File: config.mk
export PLATFORM = sky130hd
export DESIGN_NAME = drzp_dram_reset_zq_powerdown
export DESIGN_NICKNAME = d
export VERILOG_FILES = /design/src/rtl/drzp_sync.v /design/src/rtl/drzp_dram_reset_zq_powerdown.v
export VERILOG_INCLUDE_DIRS = /design/src /design/src/rtl
export SDC_FILE = /design/constraint.sdc
export NUM_CORES = 1
export LEC_CHECK = 0
export BUFFER_PORTS_ARGS = -buffer_cell sky130_fd_sc_hd__buf_2
export CAP_MARGIN = 5
export CORE_ASPECT_RATIO = 0.8
export CORE_MARGIN = 8
export CORE_UTILIZATION = 40
export CTS_BUF_LIST = sky130_fd_sc_hd__clkbuf_2
export DETAILED_ROUTE_END_ITERATION = 10
export SYNTH_ARGS = -nofsm -noshare
export SYNTH_HDL_FRONTEND = slang
export SYNTH_SLANG_ARGS = --single-unit
File: constraint.sdc
create_clock -name core_clk -period 4.6 [get_ports core_clk]
set_input_delay 0.23 -clock core_clk [delete_from_list [all_inputs] [get_ports core_clk]]
set_output_delay 0.23 -clock core_clk [all_outputs]
set_load 0.05 [all_outputs]
File: src/rtl/drzp_defines.vh
/*
 Shared constants for the reset, calibration and power-down command block.
 Assumes inclusion by bare name from rtl/ modules only.
*/
// Behaviour
// Reset command enters auto-initialization and restores every mode register default.
// Controller issues reset only when idle, then NOPs until init period ends.
// After reset array contents undefined; boot timings hold until idle reached.
// Calibration starts by mode write to address 0Ah; four ops, own durations.
// Controller runs initial calibration at init; long and short afterwards.
// Calibration reset restores default impedance; no data-bus quiet time needed.
// Controller issues calibration only when idle with all banks precharged.
// No data-bus activity during initial, long or short calibration.
// CKE stays high and only NOPs during any calibration period.
// Shared resistor: controller prevents calibration overlap; reset overlap allowed.
// Calibration pin tied to supply means calibration commands ignored, defaults kept.
// Short calibration interval equals 1.5% over combined drift contributions.
// CKE low with CS# high on rising edge enters power-down; NOP follows.
// CKE not lowered during mode reads, writes, READ or WRITE.
// Power-down with banks idle is idle type; with open row, active type.
// In power-down only clock and CKE buffers live; CKE low minimum pulse.
// No refresh during power-down; controller limits its duration.
// Exit by CKE high with CS# high; hold; wait exit latency. Code exits on CKE high without checking CS#.
// After READ, CKE low no earlier than RL+skew+BL/2+1 cycles.
// After WRITE, CKE low no earlier than WL+1+BL/2+write recovery.
// After REFRESH, CKE may drop after input hold time.
// After mode write, CKE low only after mode-write period elapses.
// Mode write: CS# and CA0-CA3 low rising; address and data on falling. Code takes address bits 0-5 from CA4-CA9 on the rising edge.
// Controller counts calibration, reset and exit periods before non-NOP commands.
`ifndef DRZP_DEFINES_VH
`define DRZP_DEFINES_VH
`define DRZP_CLK_PERIOD_PS 5000
`define DRZP_ADDR_RESET 8'h3F
`define DRZP_ADDR_CAL 8'h0A
`define DRZP_CAL_INIT 8'hFF
`define DRZP_CAL_LONG 8'hAB
`define DRZP_CAL_SHORT 8'h56
`define DRZP_CAL_RESET 8'hC3
`define DRZP_OP_NONE 3'h0
`define DRZP_OP_INIT 3'h1
`define DRZP_OP_LONG 3'h2
`define DRZP_OP_SHORT 3'h3
`define DRZP_OP_RESET 3'h4
`define DRZP_T_INIT_NS 1000
`define DRZP_T_ZQINIT_NS 1000
`define DRZP_T_ZQCL_NS 360
`define DRZP_T_ZQCS_NS 90
`define DRZP_T_ZQRESET_NS 50
`endif

File: src/rtl/drzp_sync.v
/*
 Two-flop synchroniser, one per bit.
 Assumes inputs asynchronous to clk.
*/
`timescale 1ns/1ps
module drzp_sync #(
    parameter WIDTH = 1
) (
    input wire clk,
    input wire rst,
    input wire [WIDTH-1:0] din,
    output wire [WIDTH-1:0] dout
);
    reg [WIDTH-1:0] meta_reg;
    reg [WIDTH-1:0] sync_reg;
    always @(posedge clk or posedge rst) begin
        if (rst) begin
            meta_reg <= {WIDTH{1'b0}};
            sync_reg <= {WIDTH{1'b0}};
        end else begin
            meta_reg <= din;
            sync_reg <= meta_reg;
        end
    end
    assign dout = sync_reg;
endmodule // drzp_sync

File: src/rtl/drzp_dram_reset_zq_powerdown.v
/*
 Device-side decoder for mode-write reset, ZQ calibration and power-down.
 Assumes memory clock, CKE, CS# and CA pins asynchronous to core_clk; the
 link clock is much slower than core_clk so each edge is seen.
*/
`timescale 1ns/1ps
`include "drzp_defines.vh"
module drzp_dram_reset_zq_powerdown #(
    parameter INIT_CYCLES = ((`DRZP_T_INIT_NS * 1000) + `DRZP_CLK_PERIOD_PS - 1) / `DRZP_CLK_PERIOD_PS,
    parameter ZQINIT_CYCLES = ((`DRZP_T_ZQINIT_NS * 1000) + `DRZP_CLK_PERIOD_PS - 1) / `DRZP_CLK_PERIOD_PS,
    parameter ZQCL_CYCLES = ((`DRZP_T_ZQCL_NS * 1000) + `DRZP_CLK_PERIOD_PS - 1) / `DRZP_CLK_PERIOD_PS,
    parameter ZQCS_CYCLES = ((`DRZP_T_ZQCS_NS * 1000) + `DRZP_CLK_PERIOD_PS - 1) / `DRZP_CLK_PERIOD_PS,
    parameter ZQRESET_CYCLES = ((`DRZP_T_ZQRESET_NS * 1000) + `DRZP_CLK_PERIOD_PS - 1) / `DRZP_CLK_PERIOD_PS
) (
    input wire core_clk,
    input wire rst,
    input wire memClk,
    input wire cke,
    input wire csN,
    input wire [9:0] ca,
    input wire zqTiedHigh,
    input wire banksIdle,
    output reg initBusy_reg,
    output reg calBusy_reg,
    output reg [2:0] calOp_reg,
    output reg calDefault_reg,
    output reg powerDown_reg,
    output reg activePowerDown_reg,
    output reg buffersOn_reg,
    output reg modeRegDefaults_reg,
    output reg [7:0] calCommandRegister_reg
);
    // ****************************************
    // Input synchronisation
    // ****************************************
    wire [14:0] syncOut;
    drzp_sync #(.WIDTH(15)) u_sync (
        .clk(core_clk),
        .rst(rst),
        .din({memClk, cke, csN, ca, zqTiedHigh, banksIdle}),
        .dout(syncOut)
    );
    wire mClk = syncOut[14];
    wire ckeS = syncOut[13];
    wire csNS = syncOut[12];
    wire [9:0] caS = syncOut[11:2];
    wire zqTie = syncOut[1];
    wire idleS = syncOut[0];

    // ****************************************
    // Edge detection and CA capture
    // ****************************************
    // Pins sampled together, so skew between them is one core cycle at most
    reg mClkPrev_reg;
    reg ckePrev_reg;
    reg mrwPend_reg;
    reg [5:0] addrLow_reg;
    wire riseEdge = mClk & ~mClkPrev_reg;
    wire fallEdge = ~mClk & mClkPrev_reg;
    wire [7:0] mrwAddr = {caS[1:0], addrLow_reg};
    wire [7:0] mrwData = caS[9:2];
    reg [31:0] count_reg;
    reg [31:0] count_next;
    always @(posedge core_clk or posedge rst) begin
        if (rst) begin
            mClkPrev_reg <= 1'b0;
            ckePrev_reg <= 1'b1;
            mrwPend_reg <= 1'b0;
            addrLow_reg <= 6'h00;
        end else begin
            mClkPrev_reg <= mClk;
            if (riseEdge) begin
                ckePrev_reg <= ckeS;
            end
            if (riseEdge) begin
                // Mode writes ignored while powered down; CKE is still watched for exit
                mrwPend_reg <= ckeS & ckePrev_reg & ~csNS & (caS[3:0] == 4'h0) & ~powerDown_reg;
                addrLow_reg <= caS[9:4];
            end else if (fallEdge) begin
                mrwPend_reg <= 1'b0;
            end
        end
    end
    wire mrwValid = fallEdge & mrwPend_reg;

    // ****************************************
    // Calibration code decode
    // ****************************************
    // Unknown codes decode to no operation, so a stray write leaves state alone
    reg [2:0] decOp;
    reg [31:0] decLen;
    always @* begin
        decOp = `DRZP_OP_NONE;
        decLen = 32'h0;
        case (mrwData)
            `DRZP_CAL_INIT: begin
                decOp = `DRZP_OP_INIT;
                decLen = ZQINIT_CYCLES;
            end
            `DRZP_CAL_LONG: begin
                decOp = `DRZP_OP_LONG;
                decLen = ZQCL_CYCLES;
            end
            `DRZP_CAL_SHORT: begin
                decOp = `DRZP_OP_SHORT;
                decLen = ZQCS_CYCLES;
            end
            `DRZP_CAL_RESET: begin
                decOp = `DRZP_OP_RESET;
                decLen = ZQRESET_CYCLES;
            end
            default: begin
                decOp = `DRZP_OP_NONE;
                decLen = 32'h0;
            end
        endcase
    end

    // ****************************************
    // Control state
    // ****************************************
    localparam ST_IDLE = 2'h0;
    localparam ST_INIT = 2'h1;
    localparam ST_CAL = 2'h2;
    reg [1:0] state_reg;
    reg [1:0] state_next;
    reg [2:0] opNext;
    always @* begin
        state_next = state_reg;
        count_next = count_reg;
        opNext = calOp_reg;
        case (state_reg)
            ST_IDLE: begin
                if (mrwValid && mrwAddr == `DRZP_ADDR_RESET) begin
                    state_next = ST_INIT;
                    count_next = INIT_CYCLES;
                end else if (mrwValid && mrwAddr == `DRZP_ADDR_CAL && !zqTie && decOp != `DRZP_OP_NONE) begin
                    state_next = ST_CAL;
                    opNext = decOp;
                    count_next = decLen;
                end
            end
            ST_INIT, ST_CAL: begin
                if (count_reg <= 32'h1) begin
                    state_next = ST_IDLE;
                    opNext = `DRZP_OP_NONE;
                    count_next = 32'h0;
                end else begin
                    count_next = count_reg - 32'h1;
                end
            end
            default: begin
                state_next = ST_IDLE;
            end
        endcase
    end

    // ****************************************
    // Power-down next state
    // ****************************************
    // Entry needs CKE high on the previous link edge, so a held-low CKE cannot re-enter
    reg powerDown_next;
    reg activePowerDown_next;
    reg buffersOn_next;
    always @* begin
        powerDown_next = powerDown_reg;
        activePowerDown_next = activePowerDown_reg;
        buffersOn_next = buffersOn_reg;
        if (riseEdge) begin
            if (!powerDown_reg && !ckeS && ckePrev_reg && csNS) begin
                powerDown_next = 1'b1;
                activePowerDown_next = ~idleS;
                buffersOn_next = 1'b0;
            end else if (powerDown_reg && ckeS) begin
                powerDown_next = 1'b0;
                activePowerDown_next = 1'b0;
                buffersOn_next = 1'b1;
            end
        end
    end

    // ****************************************
    // Registers and outputs
    // ****************************************
    always @(posedge core_clk or posedge rst) begin
        if (rst) begin
            state_reg <= ST_IDLE;
            count_reg <= 32'h0;
            calOp_reg <= `DRZP_OP_NONE;
            initBusy_reg <= 1'b0;
            calBusy_reg <= 1'b0;
            calDefault_reg <= 1'b1;
            powerDown_reg <= 1'b0;
            activePowerDown_reg <= 1'b0;
            buffersOn_reg <= 1'b1;
            modeRegDefaults_reg <= 1'b1;
            calCommandRegister_reg <= 8'h00;
        end else begin
            state_reg <= state_next;
            count_reg <= count_next;
            calOp_reg <= opNext;
            initBusy_reg <= (state_next == ST_INIT);
            calBusy_reg <= (state_next == ST_CAL);
            if (state_reg == ST_IDLE && state_next == ST_INIT) begin
                modeRegDefaults_reg <= 1'b1;
                calCommandRegister_reg <= 8'h00;
                calDefault_reg <= 1'b1;
            end else if (state_reg == ST_IDLE && state_next == ST_CAL) begin
                modeRegDefaults_reg <= 1'b0;
                calCommandRegister_reg <= mrwData;
                calDefault_reg <= (opNext == `DRZP_OP_RESET);
            end
            if (zqTie) begin
                calDefault_reg <= 1'b1;
            end
            // Power-down entry/exit on rising link edges only
            powerDown_reg <= powerDown_next;
            activePowerDown_reg <= activePowerDown_next;
            buffersOn_reg <= buffersOn_next;
        end
    end
endmodule // drzp_dram_reset_zq_powerdown

# == After elaboration in Yosys (flattened, before gate mapping) ==
# Index checks and enable logic that the tools add are counted.
# op_classes
add_sub_neg,1
n_mul,0
n_div,0
order_cmp,1
eq_ne,12
n_shift,0
n_mux,28
n_bitwise,12
n_reduce_logical,24
# op_table
op,n
32-bit 2-to-1 mux,3
32-bit case mux with 2 select lines,1
"32-bit by 1-bit <= comparator with 1-bit output, second input constant",1
8-bit case mux with 4 select lines,1
"32-bit by 1-bit subtractor with 32-bit output, second input constant",1
"8-bit == test, second input constant",3
8-bit 2-to-1 mux,2
1-bit 2-to-1 mux,12
3-bit case mux with 4 select lines,1
1-bit logical AND,10
3-bit 2-to-1 mux,3
"8-bit by 4-bit == test with 1-bit output, second input constant",1
"8-bit by 6-bit == test with 1-bit output, second input constant",1
"8-bit by 7-bit == test with 1-bit output, second input constant",1
2-bit nonzero test,4
1-bit bitwise AND,7
2-bit 2-to-1 mux,3
3-bit case mux with 2 select lines,1
3-bit nonzero test,2
1-bit NOT,5
"2-bit by 1-bit == test with 1-bit output, second input constant",2
"2-bit == test, second input constant",2
4-bit logical NOT,1
2-bit case mux with 2 select lines,1
6 further kinds,9
# totals
ff_bits,91
latchBits,0
ramBits,0
mem_bits_ro,0
inputBits,17
output_inout_bits,18
wordCells,95
n_memories,0

# == Depth between registers and ports, before layout ==
# Gate-level depths: netlist (run 1).
# logic_depth
depth_word,14
ltp_mapped,10
ltp_nobuf,9

# == Hierarchy ==
# Synthesis (run 1) repeated with hierarchy kept, for this count alone.
# hier_totals
cells_unflattened,366
area_unflattened_um2,4120.2
# modules_own_cells
mod,instances,cells_each,area_per_inst_um2
drzp_dram_reset_zq_powerdown,1,335,3365.7
drzp_sync,1,31,754.5

# == Least setup slack after synthesis (run 1) ==
# OpenSTA, ideal clock, no wires.
# synth_timing
path_kind,reg2reg
from,register count_reg[14]
to,register count_reg[29]
arrival_ns,2.453
path_slack_ns,2.073
path_stages_with_launch,7
path_buffers,0
period_less_slack_ns,2.527
cell_sequence,dfrtp_1 or4_1 or2_2 or3_4 nor4_4 or3b_1 a21oi_2
# synth_via
elab_chain_len,3
word_cells_on_any_way,4
cone_classes,1 x add/sub; 1 x order compare; 2 x mux
# synth_rtl
item,line,text
from (decl),drzp_dram_reset_zq_powerdown.v:62,reg [31:0] count_reg;
from (signal assigned),drzp_dram_reset_zq_powerdown.v:200,count_reg <= count_next;
32-bit by 1-bit subtractor with 32-bit output / 32-bit by 1-bit <= comparator with 1-bit output (equally long branches),"drzp_dram_reset_zq_powerdown.v:149, drzp_dram_reset_zq_powerdown.v:144",
32-bit 2-to-1 mux (*),drzp_dram_reset_zq_powerdown.v:144,if (count_reg <= 32'h1) begin
32-bit case mux with 2 select lines (*),drzp_dram_reset_zq_powerdown.v:132,case (state_reg)
# Every way passes the cells marked *; elsewhere a longest branch is shown, timed or not.
# A chain may end at the register's enable or synchronous reset.

# == Worst setup path in the final report (run 1) ==
# layout_timing
from,register count_reg[14]
to,register calCommandRegister_reg[1]
# layout_via
elab_chain_len,6
word_cells_on_any_way,9
cone_classes,1 x order compare; 2 x eq/ne; 3 x mux; 3 x reduce/logical
# layout_rtl
item,line,text
32-bit by 1-bit <= comparator with 1-bit output (*),drzp_dram_reset_zq_powerdown.v:144,
2-bit 2-to-1 mux (*),drzp_dram_reset_zq_powerdown.v:144,
2-bit case mux with 2 select lines (*),drzp_dram_reset_zq_powerdown.v:132,
2-bit by 1-bit == test with 1-bit output / 2-bit == test (equally long branches),"drzp_dram_reset_zq_powerdown.v:204, drzp_dram_reset_zq_powerdown.v:208",
1-bit logical AND (on tied branches),"drzp_dram_reset_zq_powerdown.v:204, drzp_dram_reset_zq_powerdown.v:208",
8-bit 2-to-1 mux / 2-bit nonzero test (equally long branches),-,
to (signal assigned),drzp_dram_reset_zq_powerdown.v:210,calCommandRegister_reg <= mrwData;
to (decl),drzp_dram_reset_zq_powerdown.v:31,output reg [7:0] calCommandRegister_reg
# Marked as above.

==> reports/results.tsv, run 1 <==
stage	metric	value	unit
sta	Fmax	0.330	GHz
synthesis	cell count after synthesis	385	
power_and_ir_drop	Pwr Density	287	nW/µm²
critical_path	Data arrival, critical path	3.51	ns
sta	Slew headroom	41.5	%
critical_path	r2r setup slk	1.57	ns
worst_hold_path	Hold Path Class	primary input to register	
synthesis	Cell Area, Synth	4120	µm²
run_status	status	finished, final reports clean	
critical_path	Worst setup EP type	register	
global_route	largest net degree at the start of global routing	55	
floorplan	Die Ht	107	µm
global_route	GRT Resource Usage Total	13.6	%
floorplan	number of I/O pins	35	
sta	Least-Margin Pin Slew	0.876	ns
global_route	total congestion overflow	0	
clock_network	CTS tree	done	
synthesis	register area share after synthesis	55.4	%
detailed_routing	WL final	8.69	mm
placement	port bufs	34	
placement	gpl congestion	0.892	
sta	clock skew	0.0165	ns
detailed_routing	post-route antenna net violation count	0	
clock_network	Root Driver	clkbuf_2	
clock_network	Num CTS Buffers	9	
global_route	vias in the first global route	3002	
synthesis	predominant post-synthesis flop cell	dfrtp_1	
floorplan	Starting Density	40.6	%
clock_network	Worst-Skew Late Latency	0.57	ns
final_layout	max reg flops	32	
synthesis	Mapped Avg Cell Area	10.7	µm²
sta	Max Slew Vio Count	0	
critical_path	launching point of the worst reg2reg path	count_reg[14]	
detailed_routing	Initial DRC Count	164	
critical_path	worst path required time	5.08	ns
critical_path	R2R depth	7	
clock_network	CTS H-tree depth	3	
placement	placed cell area	4410	µm²
critical_path	worst r2r dst	calCommandRegister_reg[1]	
final_layout	Layout Nets	457	
synthesis	Synth Warn #	0	
clock_network	Clock transition at path regs	0.25	ns
sta	RSZ-0062 raised after global routing	false	
global_route	first-pass GRT wire length	15.0	mm
clock_network	Resized cells post-CTS	0	
job	max_cap viols	0	
power_and_ir_drop	VDD IR-drop max	0.185	mV
final_layout	Area growth, synth to finish	13.7	%
critical_path	worst-path maximum fanout	11	
sta	period utilization	65.8	%
critical_path	critical path endpoint	calCommandRegister_reg[1]	
synthesis	Post-synth EDFFs	0	
clock_network	clock sink total	91	
synthesis	Distinct cells, synth	69	
detailed_routing	TritonRoute pass-1 iters	4	
synthesis	Synth Net Count	408	
sta	hold slack	0.276	ns
synthesis	synth top area cells	dfrtp_1 (53%), o21ai_0 (3.5%), nor2_1 (3.5%)	
synthesis	Synth top area share	52.8	%
floorplan	die area	13800	µm²
critical_path	startpoint types	register	
synthesis	Synth area leader	dfrtp_1	
placement	dpl ws	1.63	ns
sta	Final setup viols	0	
power_and_ir_drop	P_leak	2.14	nW
floorplan	Die Span X	130	µm
clock_network	maximum clock path buffer count	2	
final_layout	layout cells sized above 1	20.0	%
final_layout	Layout fillers	955	
detailed_routing	DRC	0	
sta	Final WS setup	1.57	ns
sta	Final Hold Fails	0	
synthesis	#FFs+latches synth	91	
placement	hpwl dp	6.22	mm
sta	min Tclk post-route	3.03	ns
critical_path	kind of critical path	register to register	
global_route	antenna violations before repair	1	
floorplan	num rows	33	
detailed_routing	wire length per cell	15.0	µm
floorplan	core area	10200	µm²
final_layout	fin util	46.1	%
critical_path	critical path startpoint	count_reg[14]	
detailed_routing	via count	3070	
final_layout	design area	4690	µm²
synthesis	async set or reset register ratio after synthesis	100	%
detailed_routing	via-per-instance ratio	5.29	
sta	setup tns final	0	ns
## worst min path at each step
stage,startpoint,to,depth (start not counted)
2_1_floorplan,banksIdle,u_sync.meta_reg[0],0
3_3_place_gp,u_sync.meta_reg[8],u_sync.dout[8],0
3_5_place_dp,u_sync.meta_reg[4],u_sync.dout[4],0
4_1_cts,banksIdle,u_sync.meta_reg[0],2
5_1_grt,banksIdle,u_sync.meta_reg[0],2
6_report,zqTiedHigh,u_sync.meta_reg[1],2
## routing by layer
layer  vias to the layer above  track usage [%]  part of all wire (%)
li1                       1517                -                     -
met1                      1477             20.0                    52
met2                        70             18.7                    42
met3                         6             3.62                   5.0
met4                         0             5.05                   1.2
met5                         -                0                     0
## repair_timing
action | CTS | global route
hold buffers | 16 | 0
endpoints found under the hold margin | 64 | 0
buffers inserted | 0 | 0
## kinds of logic (layout without fill, tap and decap cells)
kind of cell,after synthesis,count (layout),synth area share (%)
simple gates,151,151,20.9
compound gates,95,95,15.4
flops,91,91,55.4
buf+inv,27,81,2.94
xor+xnor,8,8,1.70
mux,7,7,1.88
fa+ha+maj,6,6,1.82
other cells,0,1,0
## cells in the mapped netlist, types with 3 or more instances
master and number:
or4_1 5, and2_1 3, buf_2 6, nor3_1 15, nand3_1 9, a21oi_1 20, nor2_1 38, or2_2 6
or3_1 6, clkbuf_1 5, nand2b_1 3, dfrtp_1 87, nand2_1 21, nor4_1 16, o31ai_1 6, dfstp_2 4
mux2_2 6, o211ai_1 3, a22o_1 9, ha_1 6, o41ai_1 5, nand4_1 5, o21ai_0 29, inv_1 13
xnor2_1 8
## through the flow
stage / std cells / power [mW]
5_1_grt: 580 / 1.40
3_3_place_gp: 547 / 0.964
2_1_floorplan: 385 / 0.934
6_report: 580 / 1.34
3_5_place_dp: 547 / 0.966
4_1_cts: 579 / 1.37
## report_power, final
part | switching [mW] | internal (mW) | total (mW) | leakage (nW)
Clock | 0.294 | 0.0882 | 0.382 | 0.0713
Combinational | 0.0669 | 0.0378 | 0.105 | 0.895
Sequential | 0.0215 | 0.836 | 0.857 | 1.17
## critical path, cell delays in order (launching register included)
cell and delay [ns]:
dfrtp_1 0.47, or4_1 0.56, nor2_1 0.16, nand3_1 0.28, o31a_1 0.57, o21ai_0 0.45
a22oi_2 0.22, a22o_2 0.25
## layout by cell type, fill, tap and decap left out, types with 3 or more instances in the layout
cell,Yosys,layout
nor4_1,16,16
or4_1,5,5
o31ai_1,6,6
xnor2_1,8,8
a22o_1,9,9
inv_6,0,3
nand4_1,5,5
nor2_1,38,38
a21oi_1,20,20
clkbuf_2,1,9
nand2b_1,3,3
or3_1,6,6
dlygate4sd3_1,0,16
o21ai_0,29,29
nand3_1,9,9
dfrtp_1,87,87
mux2_2,6,6
o211ai_1,3,3
dfstp_2,4,4
buf_2,6,34
nand2_1,21,21
ha_1,6,6
inv_1,13,12
nor3_1,15,15
or2_2,6,6
and2_1,3,3
o41ai_1,5,5
## area by class of cell
cell class	count	area [µm²]	area share (%)
multi-input combinational	267	1720	36.7
clock inverter	7	66.3	1.42
clock buffer	9	45.0	0.961
tap	140	175	3.74
timing repair buffer	52	345	7.37
sequential	91	2280	48.7
antenna	1	2.50	0.0534
inverter	13	50.0	1.07
Note: power is estimated with default switching activity, not from simulation.
==> inputs of run 2 (changes only) <==
clock period = 2.85 ns   (was 4.6 ns; I/O delays follow)
==> run 2 against run 1 <==
Compared with the run above: flip-flop and latch count unchanged; hold slack worse by 0.089 ns; critical endpoint is now calCommandRegister_reg[6]; power up 61%; non-clock buffer count up 15; largest power group unchanged.
==> reports/results.tsv, run 2 (same netlist as run 1, synthesis figures left out) <==
stage	metric	value	unit	change
final_layout	max reg flops	32		unchanged
critical_path	worst-path maximum fanout	8		-3
final_layout	layout cells sized above 1	22.9	%	+2.9 points
critical_path	Data arrival, critical path	3.20	ns	-0.31 ns
clock_network	clock sink total	91		unchanged
sta	Slew headroom	50.0	%	+8.5 points
detailed_routing	post-route antenna net violation count	0		unchanged
power_and_ir_drop	P_leak	2.21	nW	+3.3%
clock_network	CTS tree	done		
placement	gpl congestion	0.840		-5.8%
floorplan	num rows	33		unchanged
critical_path	worst-path cell chain	or4_1 > nor2_1 > nand3_1 > o31ai_2 > o2bb2ai_1 > and2_1 > a22o_1		
global_route	GRT Resource Usage Total	14.2	%	+0.56 points
placement	placed cell area	4540	µm²	+2.8%
sta	setup tns final	0	ns	unchanged
clock_network	Setup Buffers After CTS	0		unchanged
sta	clock skew	0.0273	ns	+0.0108 ns
detailed_routing	DRC	0		unchanged
sta	Least-Margin Pin Slew	0.749	ns	-0.127 ns
critical_path	kind of critical path	register to register		
global_route	largest net degree at the start of global routing	50		-9.1%
detailed_routing	WL final	9.13	mm	+5.1%
detailed_routing	TritonRoute pass-1 iters	4		unchanged
placement	hpwl dp	6.59	mm	+6.0%
critical_path	Critical-path top delay cell	or4_1		
power_and_ir_drop	total power	2.16	mW	+61%
placement	port bufs	34		unchanged
sta	Final setup viols	0		unchanged
sta	RSZ-0062 raised after global routing	false		
power_and_ir_drop	VDD IR-drop max	0.244	mV	+32%
clock_network	Worst-Skew Late Latency	0.56	ns	about the same
sta	Max Slew Vio Count	0		unchanged
floorplan	Die Ht	107	µm	unchanged
detailed_routing	via count	3139		+2.2%
global_route	total congestion overflow	0		unchanged
floorplan	die area	13800	µm²	unchanged
job	max_cap viols	0		unchanged
sta	Final Hold Fails	0		unchanged
final_layout	Area growth, synth to finish	17.0	%	
detailed_routing	via-per-instance ratio	5.28		-0.33%
global_route	antenna violations before repair	1		unchanged
clock_network	maximum clock path buffer count	2		unchanged
sta	period utilization	94.6	%	+29 points
final_layout	Final Non-Filler Cells	595		+2.6%
floorplan	number of I/O pins	35		unchanged
sta	min Tclk post-route	2.69	ns	-0.334 ns
sta	Fmax	0.371	GHz	+12%
critical_path	CP peak stage delay	0.58	ns	about the same
final_layout	most frequent cells in the layout	dfrtp_1 (87), nor2_1 (38), buf_2 (34)		
floorplan	Die Span X	130	µm	unchanged
clock_network	Num CTS Buffers	9		unchanged
global_route	first-pass GRT wire length	15.6	mm	+3.9%
power_and_ir_drop	Pwr Density	448	nW/µm²	+56%
detailed_routing	wire length per cell	15.4	µm	+2.4%
clock_network	Clock transition at path regs	0.28	ns	+0.03 ns
detailed_routing	Initial DRC Count	328		+100%
final_layout	Layout Nets	472		+3.3%
critical_path	Worst setup EP type	register		
placement	dpl ws	0.185	ns	-1.45 ns
placement	cell total after placement	562		+2.7%
floorplan	core area	10200	µm²	unchanged
clock_network	Root Driver	clkbuf_2		
run_status	status	finished, final reports clean		
final_layout	design area	4820	µm²	+3.0%
worst_hold_path	Hold Path Class	primary input to async pin		
clock_network	CTS H-tree depth	3		unchanged
global_route	vias in the first global route	3143		+4.7%
critical_path	worst path required time	3.35	ns	-1.73 ns
critical_path	startpoint types	register		
floorplan	Starting Density	40.6	%	unchanged
final_layout	commonest non-fill, non-tap cell in the layout	dfrtp_1		
sta	Final WS setup	0.155	ns	-1.42 ns
run 2: cell count changes in the layout (fill, tap and decap cells not counted), sizes merged:
cell and change:
buf +15, clkinv -1, clkinvlp +2, inv -1
run 2: cell type report:
class | instances | area (µm²)
fillers | 947 | 5330
flip-flops and latches | 91 | 2280
multi-input cells | 267 | 1740
repair buffers | 67 | 470
well taps | 140 | 175
clock inverters | 7 | 58.8
inverters | 13 | 50.0
clock buffers | 9 | 45.0
diodes | 1 | 2.50
run 2: layer usage:
metal  part of all wire [%]  global-route usage, %  up-vias
li1                       -                      -     1541
met1                     52                   21.0     1525
met2                     43                   19.2       63
met3                    4.1                   3.57       10
met4                    1.0                   5.54        0
met5                      0                      0        -
run 2: timing repair:
item,in CTS,in global routing
endpoints found under the hold margin,57,0
resized for setup,0,4
hold buffers,16,0
setup endpoints to repair,0,29
run 2: path summary, 6_finish.rpt:
kind	from	end	slack [ns]	cells past startpoint
worst max-delay path	count_reg[14]	calCommandRegister_reg[6]	0.16	7
worst min-delay path	rst	u_sync.meta_reg[10]	0.19	3
worst max register to register	count_reg[14]	calCommandRegister_reg[6]	0.16	7
worst min register to register	u_sync.meta_reg[7]	u_sync.dout[7]	0.39	0
max in group asynchronous	rst	modeRegDefaults_reg	1.88	4
min in group core_clk	csN	u_sync.meta_reg[12]	0.19	2
run 2: worst max-delay path, delay by kind of cell (launching register included):
family | cells | cell delay [ns]
simple gates | 4 | 1.26
compound gates | 3 | 0.94
flops | 1 | 0.46
run 2: per-stage QoR:
step,hold WS (ns),util [%]
finish,0.187,47.5
global route,0.109,47.5
CTS,0.112,47.3
detailed placement,0.252,44.7
global placement,0.251,44.7
floorplan,0.174,-
run 2: power breakdown:
group | switching [mW] | internal [mW] | leakage [nW]
logic | 0.111 | 0.0659 | 0.976
registers | 0.0331 | 1.35 | 1.17
clock network | 0.473 | 0.131 | 0.0604
total | 0.618 | 1.55 | 2.21
